===== src/rtl/ccg_cfg.svh =====
`ifndef CCG_CFG_SVH
`define CCG_CFG_SVH

// Register byte offsets
`define CCG_OFS_CTRL   8'h00
`define CCG_OFS_SERIAL 8'h04
`define CCG_OFS_SPI    8'h08
`define CCG_OFS_STATUS 8'h0c
// Control register fields
`define CCG_LINK_LSB   0
`define CCG_SDRAM_BIT  8
// Reset values
`define CCG_RST_LINK   2'h0
`define CCG_RST_SDRAM  1'b0
`define CCG_RST_SERIAL 16'h0004
`define CCG_RST_SPI    16'h0004
`define CCG_RST_EXT    2'h1
// Base core ratios per strap code, before doubling
`define CCG_BASE_2     4'h2
`define CCG_BASE_3     4'h3
`define CCG_BASE_4     4'h4
// Widths and limits
`define CCG_PER_W      16
`define CCG_DIV_W      16
`define CCG_MIN_PER    16'h0010
`endif


===== src/rtl/ccg_pkg.sv =====
package ccg_pkg;
	// Lock sequencing of the clock generator
	typedef enum logic [2:0] {
		CCG_WAIT = 3'b001,
		CCG_MEAS = 3'b010,
		CCG_RUN  = 3'b100
	} ccg_state_type;
endpackage


===== src/rtl/ccg_div_if.sv =====
`timescale 1ns/1ps
`default_nettype none
interface ccg_div_if #(
	parameter int W = 16
);
	logic         tick;
	logic [W-1:0] ratio;
	logic         div_clk;
	modport ctrl (output tick, output ratio, input div_clk);
	modport div  (input tick, input ratio, output div_clk);
endinterface
`default_nettype wire


===== src/rtl/ccg_top.sv =====
`timescale 1ns/1ps
`default_nettype none
`include "ccg_cfg.svh"
module ccg_top
	import ccg_pkg::*;
#(
	parameter int PER_W = `CCG_PER_W,
	parameter int DIV_W = `CCG_DIV_W
) (
	input  wire logic        sys_clk,
	input  wire logic        rst_n,
	input  wire logic        wb_cyc_i,
	input  wire logic        wb_stb_i,
	input  wire logic        wb_we_i,
	input  wire logic [7:0]  wb_adr_i,
	input  wire logic [3:0]  wb_sel_i,
	input  wire logic [31:0] wb_dat_i,
	output logic      [31:0] wb_dat_o,
	output logic             wb_ack_o,
	input  wire logic        system_input_clock,
	input  wire logic [1:0]  ratio_select_pins,
	input  wire logic        clock_doubler_n,
	output logic             core_clock,
	output logic             external_port_system_clock,
	output logic             link_clock,
	output logic             serial_clock,
	output logic             sdram_clock,
	output logic             spi_clock,
	output logic             locked
);
	// Strap code to core ratio; doubling turns 3 and 4 into 6 and 8
	function automatic logic [3:0] core_ratio_f(input logic [1:0] sel, input logic dbl);
		logic [3:0] base;
		base = (sel == 2'h1) ? `CCG_BASE_3 : (sel == 2'h2) ? `CCG_BASE_4 : `CCG_BASE_2;
		return dbl ? {base[2:0], 1'b0} : base;
	endfunction

	// Byte-lane merge for Wishbone writes
	function automatic logic [31:0] merge_f(input logic [31:0] old, input logic [31:0] nw,
		input logic [3:0] sel);
		logic [31:0] m;
		m = {{8{sel[3]}}, {8{sel[2]}}, {8{sel[1]}}, {8{sel[0]}}};
		return (old & ~m) | (nw & m);
	endfunction

	// Pin synchronisers; stage 0 feeds only stage 1
	logic [2:0] system_input_clock_sync_q;
	logic [2:0] strap_s1_q;
	logic [2:0] strap_s2_q;
	always_ff @(posedge sys_clk) begin
		system_input_clock_sync_q <= {system_input_clock_sync_q[1:0], system_input_clock};
		strap_s1_q   <= {clock_doubler_n, ratio_select_pins};
		strap_s2_q   <= strap_s1_q;
	end

	logic       in_edge;
	logic       cap_now;
	logic       cap_done_q;
	logic [3:0] core_ratio_q;
	logic [1:0] ext_ratio_q;
	assign in_edge = system_input_clock_sync_q[1] & ~system_input_clock_sync_q[2];
	assign cap_now = ~cap_done_q;

	// Straps caught on the first edge after release, then frozen until reset
	always_ff @(posedge sys_clk) begin
		if (!rst_n) begin
			cap_done_q   <= 1'b0;
			core_ratio_q <= `CCG_BASE_2;
			ext_ratio_q  <= `CCG_RST_EXT;
		end else if (cap_now) begin
			cap_done_q   <= 1'b1;
			core_ratio_q <= core_ratio_f(strap_s2_q[1:0], ~strap_s2_q[2]);
			ext_ratio_q  <= strap_s2_q[2] ? 2'h1 : 2'h2;
		end
	end

	// Input period in sys_clk cycles; saturation means the input clock stopped
	logic [PER_W-1:0] per_cnt_q;
	logic [PER_W-1:0] period_q;
	logic             per_sat;
	assign per_sat = &per_cnt_q;
	always_ff @(posedge sys_clk) begin
		if (!rst_n) begin
			per_cnt_q <= '0;
		end else if (in_edge) begin
			per_cnt_q <= PER_W'(1);
		end else if (!per_sat) begin
			per_cnt_q <= per_cnt_q + 1'b1;
		end
	end

	// Lock sequence: wait for straps, measure one period, then run
	ccg_state_type state_q;
	ccg_state_type state_d;
	logic          run;
	logic          per_ok;
	assign per_ok = per_cnt_q >= PER_W'(`CCG_MIN_PER);
	assign run    = (state_q == CCG_RUN);
	always_comb begin
		state_d = state_q;
		case (state_q)
			CCG_WAIT: begin
				if (cap_done_q && in_edge) begin
					state_d = CCG_MEAS;
				end
			end
			CCG_MEAS: begin
				if (in_edge && per_ok) begin
					state_d = CCG_RUN;
				end else if (per_sat) begin
					state_d = CCG_WAIT;
				end
			end
			CCG_RUN: begin
				if (per_sat || (in_edge && !per_ok)) begin
					state_d = CCG_WAIT;
				end
			end
			default: begin
				state_d = CCG_WAIT;
			end
		endcase
	end

	always_ff @(posedge sys_clk) begin
		if (!rst_n) begin
			state_q  <= CCG_WAIT;
			period_q <= '1;
			locked   <= 1'b0;
		end else begin
			state_q <= state_d;
			locked  <= (state_d == CCG_RUN);
			if (in_edge && state_q != CCG_WAIT) begin
				period_q <= per_cnt_q;   // Tracks slow drift of the input clock
			end
		end
	end

	// Two phase accumulators: 2*ratio half-periods per input period.
	// Jitter is one sys_clk; the trade for having no analogue loop here.
	logic [PER_W:0] nco_inc [2];
	logic           nco_tick [2];
	logic           nco_clk_q [2];
	assign nco_inc[0] = (PER_W+1)'({core_ratio_q, 1'b0});
	assign nco_inc[1] = (PER_W+1)'({ext_ratio_q, 1'b0});

	genvar g;
	generate
		for (g = 0; g < 2; g++) begin : g_nco
			logic [PER_W:0] acc_q;
			logic [PER_W:0] sum;
			assign sum         = acc_q + nco_inc[g];
			assign nco_tick[g] = run & (sum >= {1'b0, period_q});
			always_ff @(posedge sys_clk) begin
				if (!rst_n || !run) begin
					acc_q        <= '0;
					nco_clk_q[g] <= 1'b0;
				end else if (nco_tick[g]) begin
					acc_q        <= sum - {1'b0, period_q};
					nco_clk_q[g] <= ~nco_clk_q[g];
				end else begin
					acc_q <= sum;
				end
			end
		end
	endgenerate
	assign core_clock                 = nco_clk_q[0];
	assign external_port_system_clock = nco_clk_q[1];

	// Wishbone slave: one-cycle registered answer, unmapped reads give zero
	logic        wb_ack_q;
	logic [31:0] wb_dat_q;
	logic        bus_acc;
	logic        bus_wr;
	logic [7:0]  adr_w;
	logic        hit_ctrl;
	logic        hit_serial;
	logic        hit_spi;
	logic        hit_stat;
	assign bus_acc    = wb_cyc_i & wb_stb_i & ~wb_ack_q;
	assign bus_wr     = bus_acc & wb_we_i;
	assign adr_w      = {wb_adr_i[7:2], 2'b00};
	assign hit_ctrl   = (adr_w == `CCG_OFS_CTRL);
	assign hit_serial = (adr_w == `CCG_OFS_SERIAL);
	assign hit_spi    = (adr_w == `CCG_OFS_SPI);
	assign hit_stat   = (adr_w == `CCG_OFS_STATUS);

	logic [1:0]       link_div_q;
	logic             sdram_sel_q;
	logic [DIV_W-1:0] serial_div_q;
	logic [DIV_W-1:0] spi_div_q;
	logic [31:0]      ctrl_word;
	logic [31:0]      stat_word;
	logic [31:0]      rd_data;
	logic [31:0]      ctrl_new;
	assign ctrl_word = {23'h0, sdram_sel_q, 6'h0, link_div_q};
	assign stat_word = {16'(period_q), 7'h0, locked, 2'h0, ext_ratio_q, core_ratio_q};
	assign ctrl_new  = merge_f(ctrl_word, wb_dat_i, wb_sel_i);
	assign rd_data   = hit_ctrl   ? ctrl_word :
	                   hit_serial ? 32'(serial_div_q) :
	                   hit_spi    ? 32'(spi_div_q) :
	                   hit_stat   ? stat_word : 32'h0;

	// Register writes take effect at the acking edge
	always_ff @(posedge sys_clk) begin
		if (!rst_n) begin
			link_div_q   <= `CCG_RST_LINK;
			sdram_sel_q  <= `CCG_RST_SDRAM;
			serial_div_q <= DIV_W'(`CCG_RST_SERIAL);
			spi_div_q    <= DIV_W'(`CCG_RST_SPI);
		end else if (bus_wr) begin
			if (hit_ctrl) begin
				link_div_q  <= ctrl_new[`CCG_LINK_LSB +: 2];
				sdram_sel_q <= ctrl_new[`CCG_SDRAM_BIT];
			end
			if (hit_serial) begin
				serial_div_q <= DIV_W'(merge_f(32'(serial_div_q), wb_dat_i, wb_sel_i));
			end
			if (hit_spi) begin
				spi_div_q <= DIV_W'(merge_f(32'(spi_div_q), wb_dat_i, wb_sel_i));
			end
		end
	end

	always_ff @(posedge sys_clk) begin
		if (!rst_n) begin
			wb_ack_q <= 1'b0;
			wb_dat_q <= 32'h0;
		end else begin
			wb_ack_q <= bus_acc;
			wb_dat_q <= bus_acc ? rd_data : 32'h0;
		end
	end
	assign wb_ack_o = wb_ack_q;
	assign wb_dat_o = wb_dat_q;

	// Port dividers all count core half-periods, so link, serial, sdram and spi clocks follow the core
	logic [DIV_W-1:0] ratio_w [4];
	logic             port_clk [4];
	logic             div_rst_n;
	assign ratio_w[0] = DIV_W'({1'b0, link_div_q} + 3'h1);
	assign ratio_w[1] = serial_div_q;
	assign ratio_w[2] = sdram_sel_q ? DIV_W'(2) : DIV_W'(1);
	assign ratio_w[3] = spi_div_q;
	assign div_rst_n  = rst_n & run;   // Port clocks park low while unlocked
	ccg_div_if #(.W(DIV_W)) div_bus [4] ();
	generate
		for (g = 0; g < 4; g++) begin : g_div
			assign div_bus[g].tick  = nco_tick[0];
			assign div_bus[g].ratio = ratio_w[g];
			assign port_clk[g]      = div_bus[g].div_clk;
			ccg_div #(.W(DIV_W)) u_div (
				.sys_clk (sys_clk),
				.rst_n   (div_rst_n),
				.bus     (div_bus[g])
			);
		end
	endgenerate
	assign link_clock   = port_clk[0];
	assign serial_clock = port_clk[1];
	assign sdram_clock  = port_clk[2];
	assign spi_clock    = port_clk[3];
endmodule
`default_nettype wire


===== src/rtl/ccg_div.sv =====
`timescale 1ns/1ps
`default_nettype none
module ccg_div #(
	parameter int W = 16
) (
	input  wire logic sys_clk,
	input  wire logic rst_n,
	ccg_div_if.div    bus
);
	logic [W-1:0] cnt_q;
	logic [W-1:0] cnt_nx;
	logic         clk_q;
	logic         hit;

	// One core half-period per tick; toggling every ratio ticks gives period ratio x core
	assign cnt_nx = cnt_q + 1'b1;
	assign hit    = bus.tick & (cnt_nx >= bus.ratio);   // Ratio zero acts as one
	assign bus.div_clk = clk_q;

	always_ff @(posedge sys_clk) begin
		if (!rst_n) begin
			cnt_q <= '0;
			clk_q <= 1'b0;
		end else if (hit) begin
			cnt_q <= '0;
			clk_q <= ~clk_q;
		end else if (bus.tick) begin
			cnt_q <= cnt_nx;
		end
	end
endmodule
`default_nettype wire


===== config.mk =====
export PLATFORM = sky130hd
export DESIGN_NAME = ccg_top
export DESIGN_NICKNAME = d
export VERILOG_FILES = /design/src/rtl/ccg_pkg.sv /design/src/rtl/ccg_div_if.sv /design/src/rtl/ccg_top.sv /design/src/rtl/ccg_div.sv
export VERILOG_INCLUDE_DIRS = /design/src /design/src/rtl
export SDC_FILE = /design/constraint.sdc
export NUM_CORES = 1
export LEC_CHECK = 0
export BUFFER_PORTS_ARGS = -buffer_cell sky130_fd_sc_hd__buf_4
export CAP_MARGIN = 20
export CORE_ASPECT_RATIO = 1.4
export CORE_MARGIN = 8
export CORE_UTILIZATION = 55
export DETAILED_ROUTE_END_ITERATION = 6
export GPL_TIMING_DRIVEN = 1
export PLACE_DENSITY = 0.74
export SLEW_MARGIN = 25
export SYNTH_ARGS = -nofsm -noshare
export SYNTH_HDL_FRONTEND = slang
export SYNTH_HIERARCHICAL = 1
export SYNTH_SLANG_ARGS = --single-unit

===== constraint.sdc =====
create_clock -name sys_clk -period 7.85 [get_ports sys_clk]
set_input_delay 0.785 -clock sys_clk [delete_from_list [all_inputs] [get_ports sys_clk]]
set_output_delay 0.785 -clock sys_clk [all_outputs]
set_load 0.02 [all_outputs]

Yosys cells after proc, flatten, opt, wreduce, memory -nomap -nowiden

Memories as Yosys holds them, arrays and structs flattened.
Index checks and enable logic that the tools add are counted.

Flip-flop bits (word level): 222
RAM bits: 2
Bits of input ports: 53
Output and inout bits: 40
Logic and storage cells: 142
Memories: 1

Memories:

| memory    | words | width | read ports | clocked after memory_dff | write ports | RTL line       | text |
|---|---|---|---|---|---|---|---|
| nco_clk_q | 2     | 1     | 2          | 0                        | 2           | ccg_top.sv:143 | `logic nco_clk_q [2];` |

Add/sub/neg operators: 10
Magnitude comparators: 7
Equality and inequality tests: 11
Muxes and demuxes: 29
Bitwise gates (word level): 33
Reductions and logical operators: 22

Operators with widths:

| operator                                             | number |
|---|---|
| adder 16 x 1 -> 16 bit, second input constant        | 5 |
| AND 16 bit                                           | 3 |
| >= comparator 17 x 16 -> 1 bit                       | 2 |
| two-way mux 17 bit                                   | 2 |
| subtractor 17 x 16 -> 17 bit                         | 2 |
| >= comparator 16 bit                                 | 2 |
| two-way mux 16 bit                                   | 2 |
| bitwise OR 16 bit                                    | 2 |
| two-way mux 3 bit                                    | 6 |
| two-way mux 9 bit                                    | 2 |
| adder 17 x 3 -> 17 bit                               | 1 |
| adder 17 x 5 -> 17 bit                               | 1 |
| >= comparator 16 x 2 -> 1 bit                        | 1 |
| >= comparator 16 x 3 -> 1 bit                        | 1 |
| >= comparator 16 x 5 -> 1 bit, second input constant | 1 |
| inverter 16 bit                                      | 1 |
| AND reduction 16 bit                                 | 1 |
| two-way mux 1 bit                                    | 13 |
| equality test 6 x 2 -> 1 bit, second input constant  | 2 |
| inverter 1 bit                                       | 12 |
| AND 1 bit                                            | 11 |
| OR reduction 2 bit                                   | 5 |
| AND 9 bit                                            | 1 |
| bitwise OR 9 bit                                     | 1 |
| 20 further kinds                                     | 32 |

Logic depth before layout (Yosys ltp)

Depth after elaboration: 7
Gate-level depth with buffers: 23
Mapped depth without buffers: 20

By module

The synthesis kept the hierarchy.

Modules (own cells, without submodules):

| module  | instances | cells an instance | area each (um^2) | sequential area each (um^2) |
|---|---|---|---|---|
| ccg_top | 1         | 922               | 8,010.2          | 3,143.0 |
| ccg_div | 4         | 172               | 1,445.1          | 340.3 |

Worst setup path before layout

OpenSTA, ideal clock, no wires.

Path type: reg2reg
Start point: register core_ratio_q[0]
End point: register g_div[0].u_div.cnt_q[15]
Setup time: 125 ps
Arrival time: 4,775 ps
Setup slack: 2,949 ps
Cell stages (with the launch flop): 24
Path buffers: 3
Period minus slack after synthesis: 4,901 ps
Cell sequence: dfxtp_1 -> ha_1 -> inv_1 -> fa_1 -> nor2b_1 -> o21a_1 -> or2_2 -> and3_1 -> xor2_1 -> ha_1 -> and3_1 -> and3_1 -> o311ai_0 -> a31oi_1 -> nor2_2 -> buf_6 -> buf_8 -> nor3_1 -> inv_1 -> or4_4 -> buf_6 -> nor3_4 -> xnor2_1 -> nor3b_2

Longest elaborated chain between the ends: 5

Ends and longest elaborated chain:

| element                            | RTL line        | text |
|---|---|---|
| start, declared                    | ccg_top.sv:59   | `logic [3:0] core_ratio_q;` |
| start signal, assigned             | ccg_top.sv:68   | `` core_ratio_q <= `CCG_BASE_2; `` |
| start signal, assigned             | ccg_top.sv:72   | `core_ratio_q <= core_ratio_f(strap_s2_q[1:0], ~strap_s2_q[2]);` |
| adder 17 x 5 -> 17 bit (*)         | ccg_top.sv:152  | `assign sum = acc_q + nco_inc[g];` |
| >= comparator 17 x 16 -> 1 bit (*) | ccg_top.sv:153  | `assign nco_tick[g] = run & (sum >= {1'b0, period_q});` |
| AND 1 bit (*)                      | ccg_top.sv:153  |  |
| named net div_bus[0].tick          | ccg_div_if.sv:6 | `logic tick;` |
| AND 1 bit                          | ccg_div.sv:17   | `assign hit = bus.tick & (cnt_nx >= bus.ratio);` |
| OR reduction 2 bit (no line)       | --              |  |
| end signal, assigned               | ccg_div.sv:28   | `cnt_q <= cnt_nx;` |
| end, declared                      | ccg_div.sv:10   | `logic [W-1:0] cnt_q;` |

Mark *: on every way through the listed nets, which the timed path passes. The rest lies on a longest branch.
A chain may end at the register's enable or synchronous reset.

Worst setup path in the final report

Start point: register core_ratio_q[0]
End point: register g_div[3].u_div.cnt_q[15]

Longest elaborated chain between the ends: 5

Ends and longest elaborated chain:

| element                            | RTL line |
|---|---|
| adder 17 x 5 -> 17 bit (*)         | ccg_top.sv:152 |
| >= comparator 17 x 16 -> 1 bit (*) | ccg_top.sv:153 |
| AND 1 bit (*)                      | ccg_top.sv:153 |
| named net div_bus[0].tick          | ccg_div_if.sv:6 |
| AND 1 bit                          | ccg_div.sv:17 |
| OR reduction 2 bit (no line)       | -- |
| end signal, assigned               | ccg_div.sv:28 |
| end, declared                      | ccg_div.sv:10 |

Marks and branches as above.

==> run metrics <==
outcome completed; H-tree depth 1; layout net count about 1800; CP max-delay cell or4_4; GRT Total Usage 20.8%; RSZ-0062 raised after global routing false; Final Max Tran Viols 0; Max Buffers Root-to-Sink 3; drt via density 5.58; cell accounting for the most synthesized area dfxtp_1; Async SR Flop Fraction 0%; detailed placer's ending HPWL 23600 µm; Cells after Synth 1610; clock share of power 48.9%; relative slew slack 41.8%; Hold Crit Class reg2reg; EDFF count, synth 2; Data arrival, critical path a little under 6 ns; switching power around 0.00053 W; MaxCap Viol Count 0; TNS Setup 0 ns; cell with the most instances after synthesis dfxtp_1; Synth top cells by count 222 x dfxtp_1, 153 x nand2_1, 124 x nor2_1; hold path cells 0; Synth top area share 32.2%; R2R cell count 21; Crit. End Element flip-flop; WHS 0.330 ns; cell area after synthesis around 14000 µm²; combinational power share slightly below 4%; Avg Inst Size Synth 8.57 µm²; fillers about 2200; vias in the first global route 11388; Sink Count 224; # setup viols final 0; GP Congestion 0.870; DR vias 11219; Std-Cell Rows 68; worst path cell trace ha_1 -> inv_1 -> fa_1 -> nor2b_1 -> o21a_1 -> o21ai_0 -> nor2_1 -> xor2_1 -> ha_1 -> and3_1 -> and3_1 -> o311ai_0 -> a31oi_1 -> nor2_2 -> nor3_2 -> buf_4 -> inv_1 -> or4_4 -> nor3_4 -> xnor2_1 -> nor3b_2; port bufs 72; post-synthesis sequential area ratio 32.7%; flip-flop and latch count after synthesis 224; crit path max fanout 44; minimum clock period ~5.4 ns; leakage power 6.42 nW; Netlist cell types 75; fmax 185 MHz; Setup crit start kind flip-flop; DIE AREA between 30000 and 40000 µm²; DRC 0; Total Routed Length 32100 µm; post-layout util 62.4%; Initial Util 55.9%; detailed router's first-iteration violation count 500; Switching Share 21.7%; Root Driver clkbuf_16; Layout area overhead 11.7%; # hold bufs at CTS 0; CTS Buf Count 24; total power 0.00244 W; die height 203 µm; Main synth FF type dfxtp_1; Period Utilization, post-route 68.8%; CP max stage delay 0.65 ns; CTS tree done; final antenna-violating net count 0; wire per inst 16.0 µm; Die Width 150 µm; initial antenna violation count 0; Seq pwr share 47.3%; setup fix buffers added after clock tree synthesis 0; largest net degree at the start of global routing 77; first-pass GRT wire length 53000 µm; Max VDD drop 193 µV; top cells by area, synth dfxtp_1 32%, ha_1 9.9%, xor2_1 6.4%; Clock Skew 0.0102 ns; Worst EP required 8.24 ns; Initial DRT Pass Iterations 5; YS warnings 6; Core ar. 24700 µm²; worst skew pair latency around 0.52 ns; Tightest Pin Transition 0.872 ns; Pwr Density 158 nW/µm²; final hold violations 0; # IOs 93; WS Path Type reg2reg; diode count 0; clock transition at the registers of the reported paths 0.06 ns; cts repair resizes 0; remaining global-route overflow 0; internal power 0.00191 W; layout cells sized above 1 11.5%
layer usage:
layer	track usage (%)	vias up	routed length (µm)	share of wire [%]
met5	0	-	0	0
met4	8.56	0	1130	3.5
met3	2.53	72	1310	4.1
met2	39.6	233	16500	52
met1	22.4	5249	13100	41
li1	-	5665	-	-
power by group through the flow:
stage / clock network (W) / logic [W] / registers [W]
detailed placement: 0 / 0.0000921 / 0.00118
finish: 0.00119 / 0.0000940 / 0.00115
global route: 0.00126 / 0.000104 / 0.00115
CTS: 0.00121 / 0.0000931 / 0.00115
global placement: 0 / 0.0000904 / 0.00118
floorplan: 0 / 0.0000604 / 0.00118
logic make-up after synthesis:
group	count (synthesis)	synth area share, %
AOI/OAI and AO/OA	239	11.8
xor gates and xnor gates	172	10.9
adders and majority gates	113	10.5
buffers and inverters	182	5.63
DFF	224	32.7
muxes	49	3.58
other	1	0.0272
and+or+nand+nor	630	24.9
cells in the final DEF, fill, tap and decap left out, drive strengths merged, types with 8 or more instances in the layout:
| cell type | n |
|---|---|
| nand4 | 31 |
| nor2b | 27 |
| xor2 | 100 |
| nand3 | 75 |
| o211ai | 16 |
| o21ai | 32 |
| ha | 109 |
| a21boi | 24 |
| and3 | 24 |
| a31oi | 8 |
| nand2 | 158 |
| xnor2 | 72 |
| a211oi | 16 |
| nor4 | 21 |
| a21o | 14 |
| inv | 115 |
| clkbuf | 34 |
| nor3b | 65 |
| mux2i | 46 |
| conb | 27 |
| buf | 81 |
| and2 | 20 |
| nor2 | 137 |
| dfxtp | 222 |
| nand2b | 17 |
| nor3 | 26 |
| a21oi | 70 |
| a22oi | 16 |
worst max-delay path, delay by kind of cell, from the launching register on:
kind	cells	cell delay, ns
AND/OR/NAND/NOR	9	1.87
XOR/XNOR	2	0.42
adder cells (fa/ha/maj)	3	0.84
flip-flops	1	0.36
AO/OA/AOI/OAI	4	1.05
buffers and inverters	3	0.74
final cells by class:
class | instances | area (µm²) | share of cell area, %
inverters | 115 | 432 | 2.80
repair buffers | 81 | 616 | 4.00
clock inverters | 10 | 129 | 0.837
multi-input cells | 1230 | 8620 | 56.0
well taps | 315 | 394 | 2.56
flip-flops and latches | 224 | 4500 | 29.2
clock buffers | 34 | 709 | 4.60
final timing paths:
path	from	endpoint	slack [ns]
worst min register to register	system_input_clock_sync_q[0]$_DFF_P_	system_input_clock_sync_q[1]$_DFF_P_	0.33
worst max-delay path	core_ratio_q[0]$_SDFFE_PN0N_	g_div[3].u_div/cnt_q[15]$_SDFFE_PP0P_	2.45
worst max register to register	core_ratio_q[0]$_SDFFE_PN0N_	g_div[3].u_div/cnt_q[15]$_SDFFE_PP0P_	2.45
worst min-delay path	system_input_clock_sync_q[0]$_DFF_P_	system_input_clock_sync_q[1]$_DFF_P_	0.33
per-stage QoR:
step	instances	instance area (µm²)	setup WS, ns
2_1_floorplan	1636	13900	2.95
3_3_place_gp	1964	14600	2.63
5_1_grt	2009	15400	2.12
6_report	2009	15400	2.45
4_1_cts	2009	15400	2.45
3_5_place_dp	1965	14600	2.48
Power figures use the tool's default switching activity.
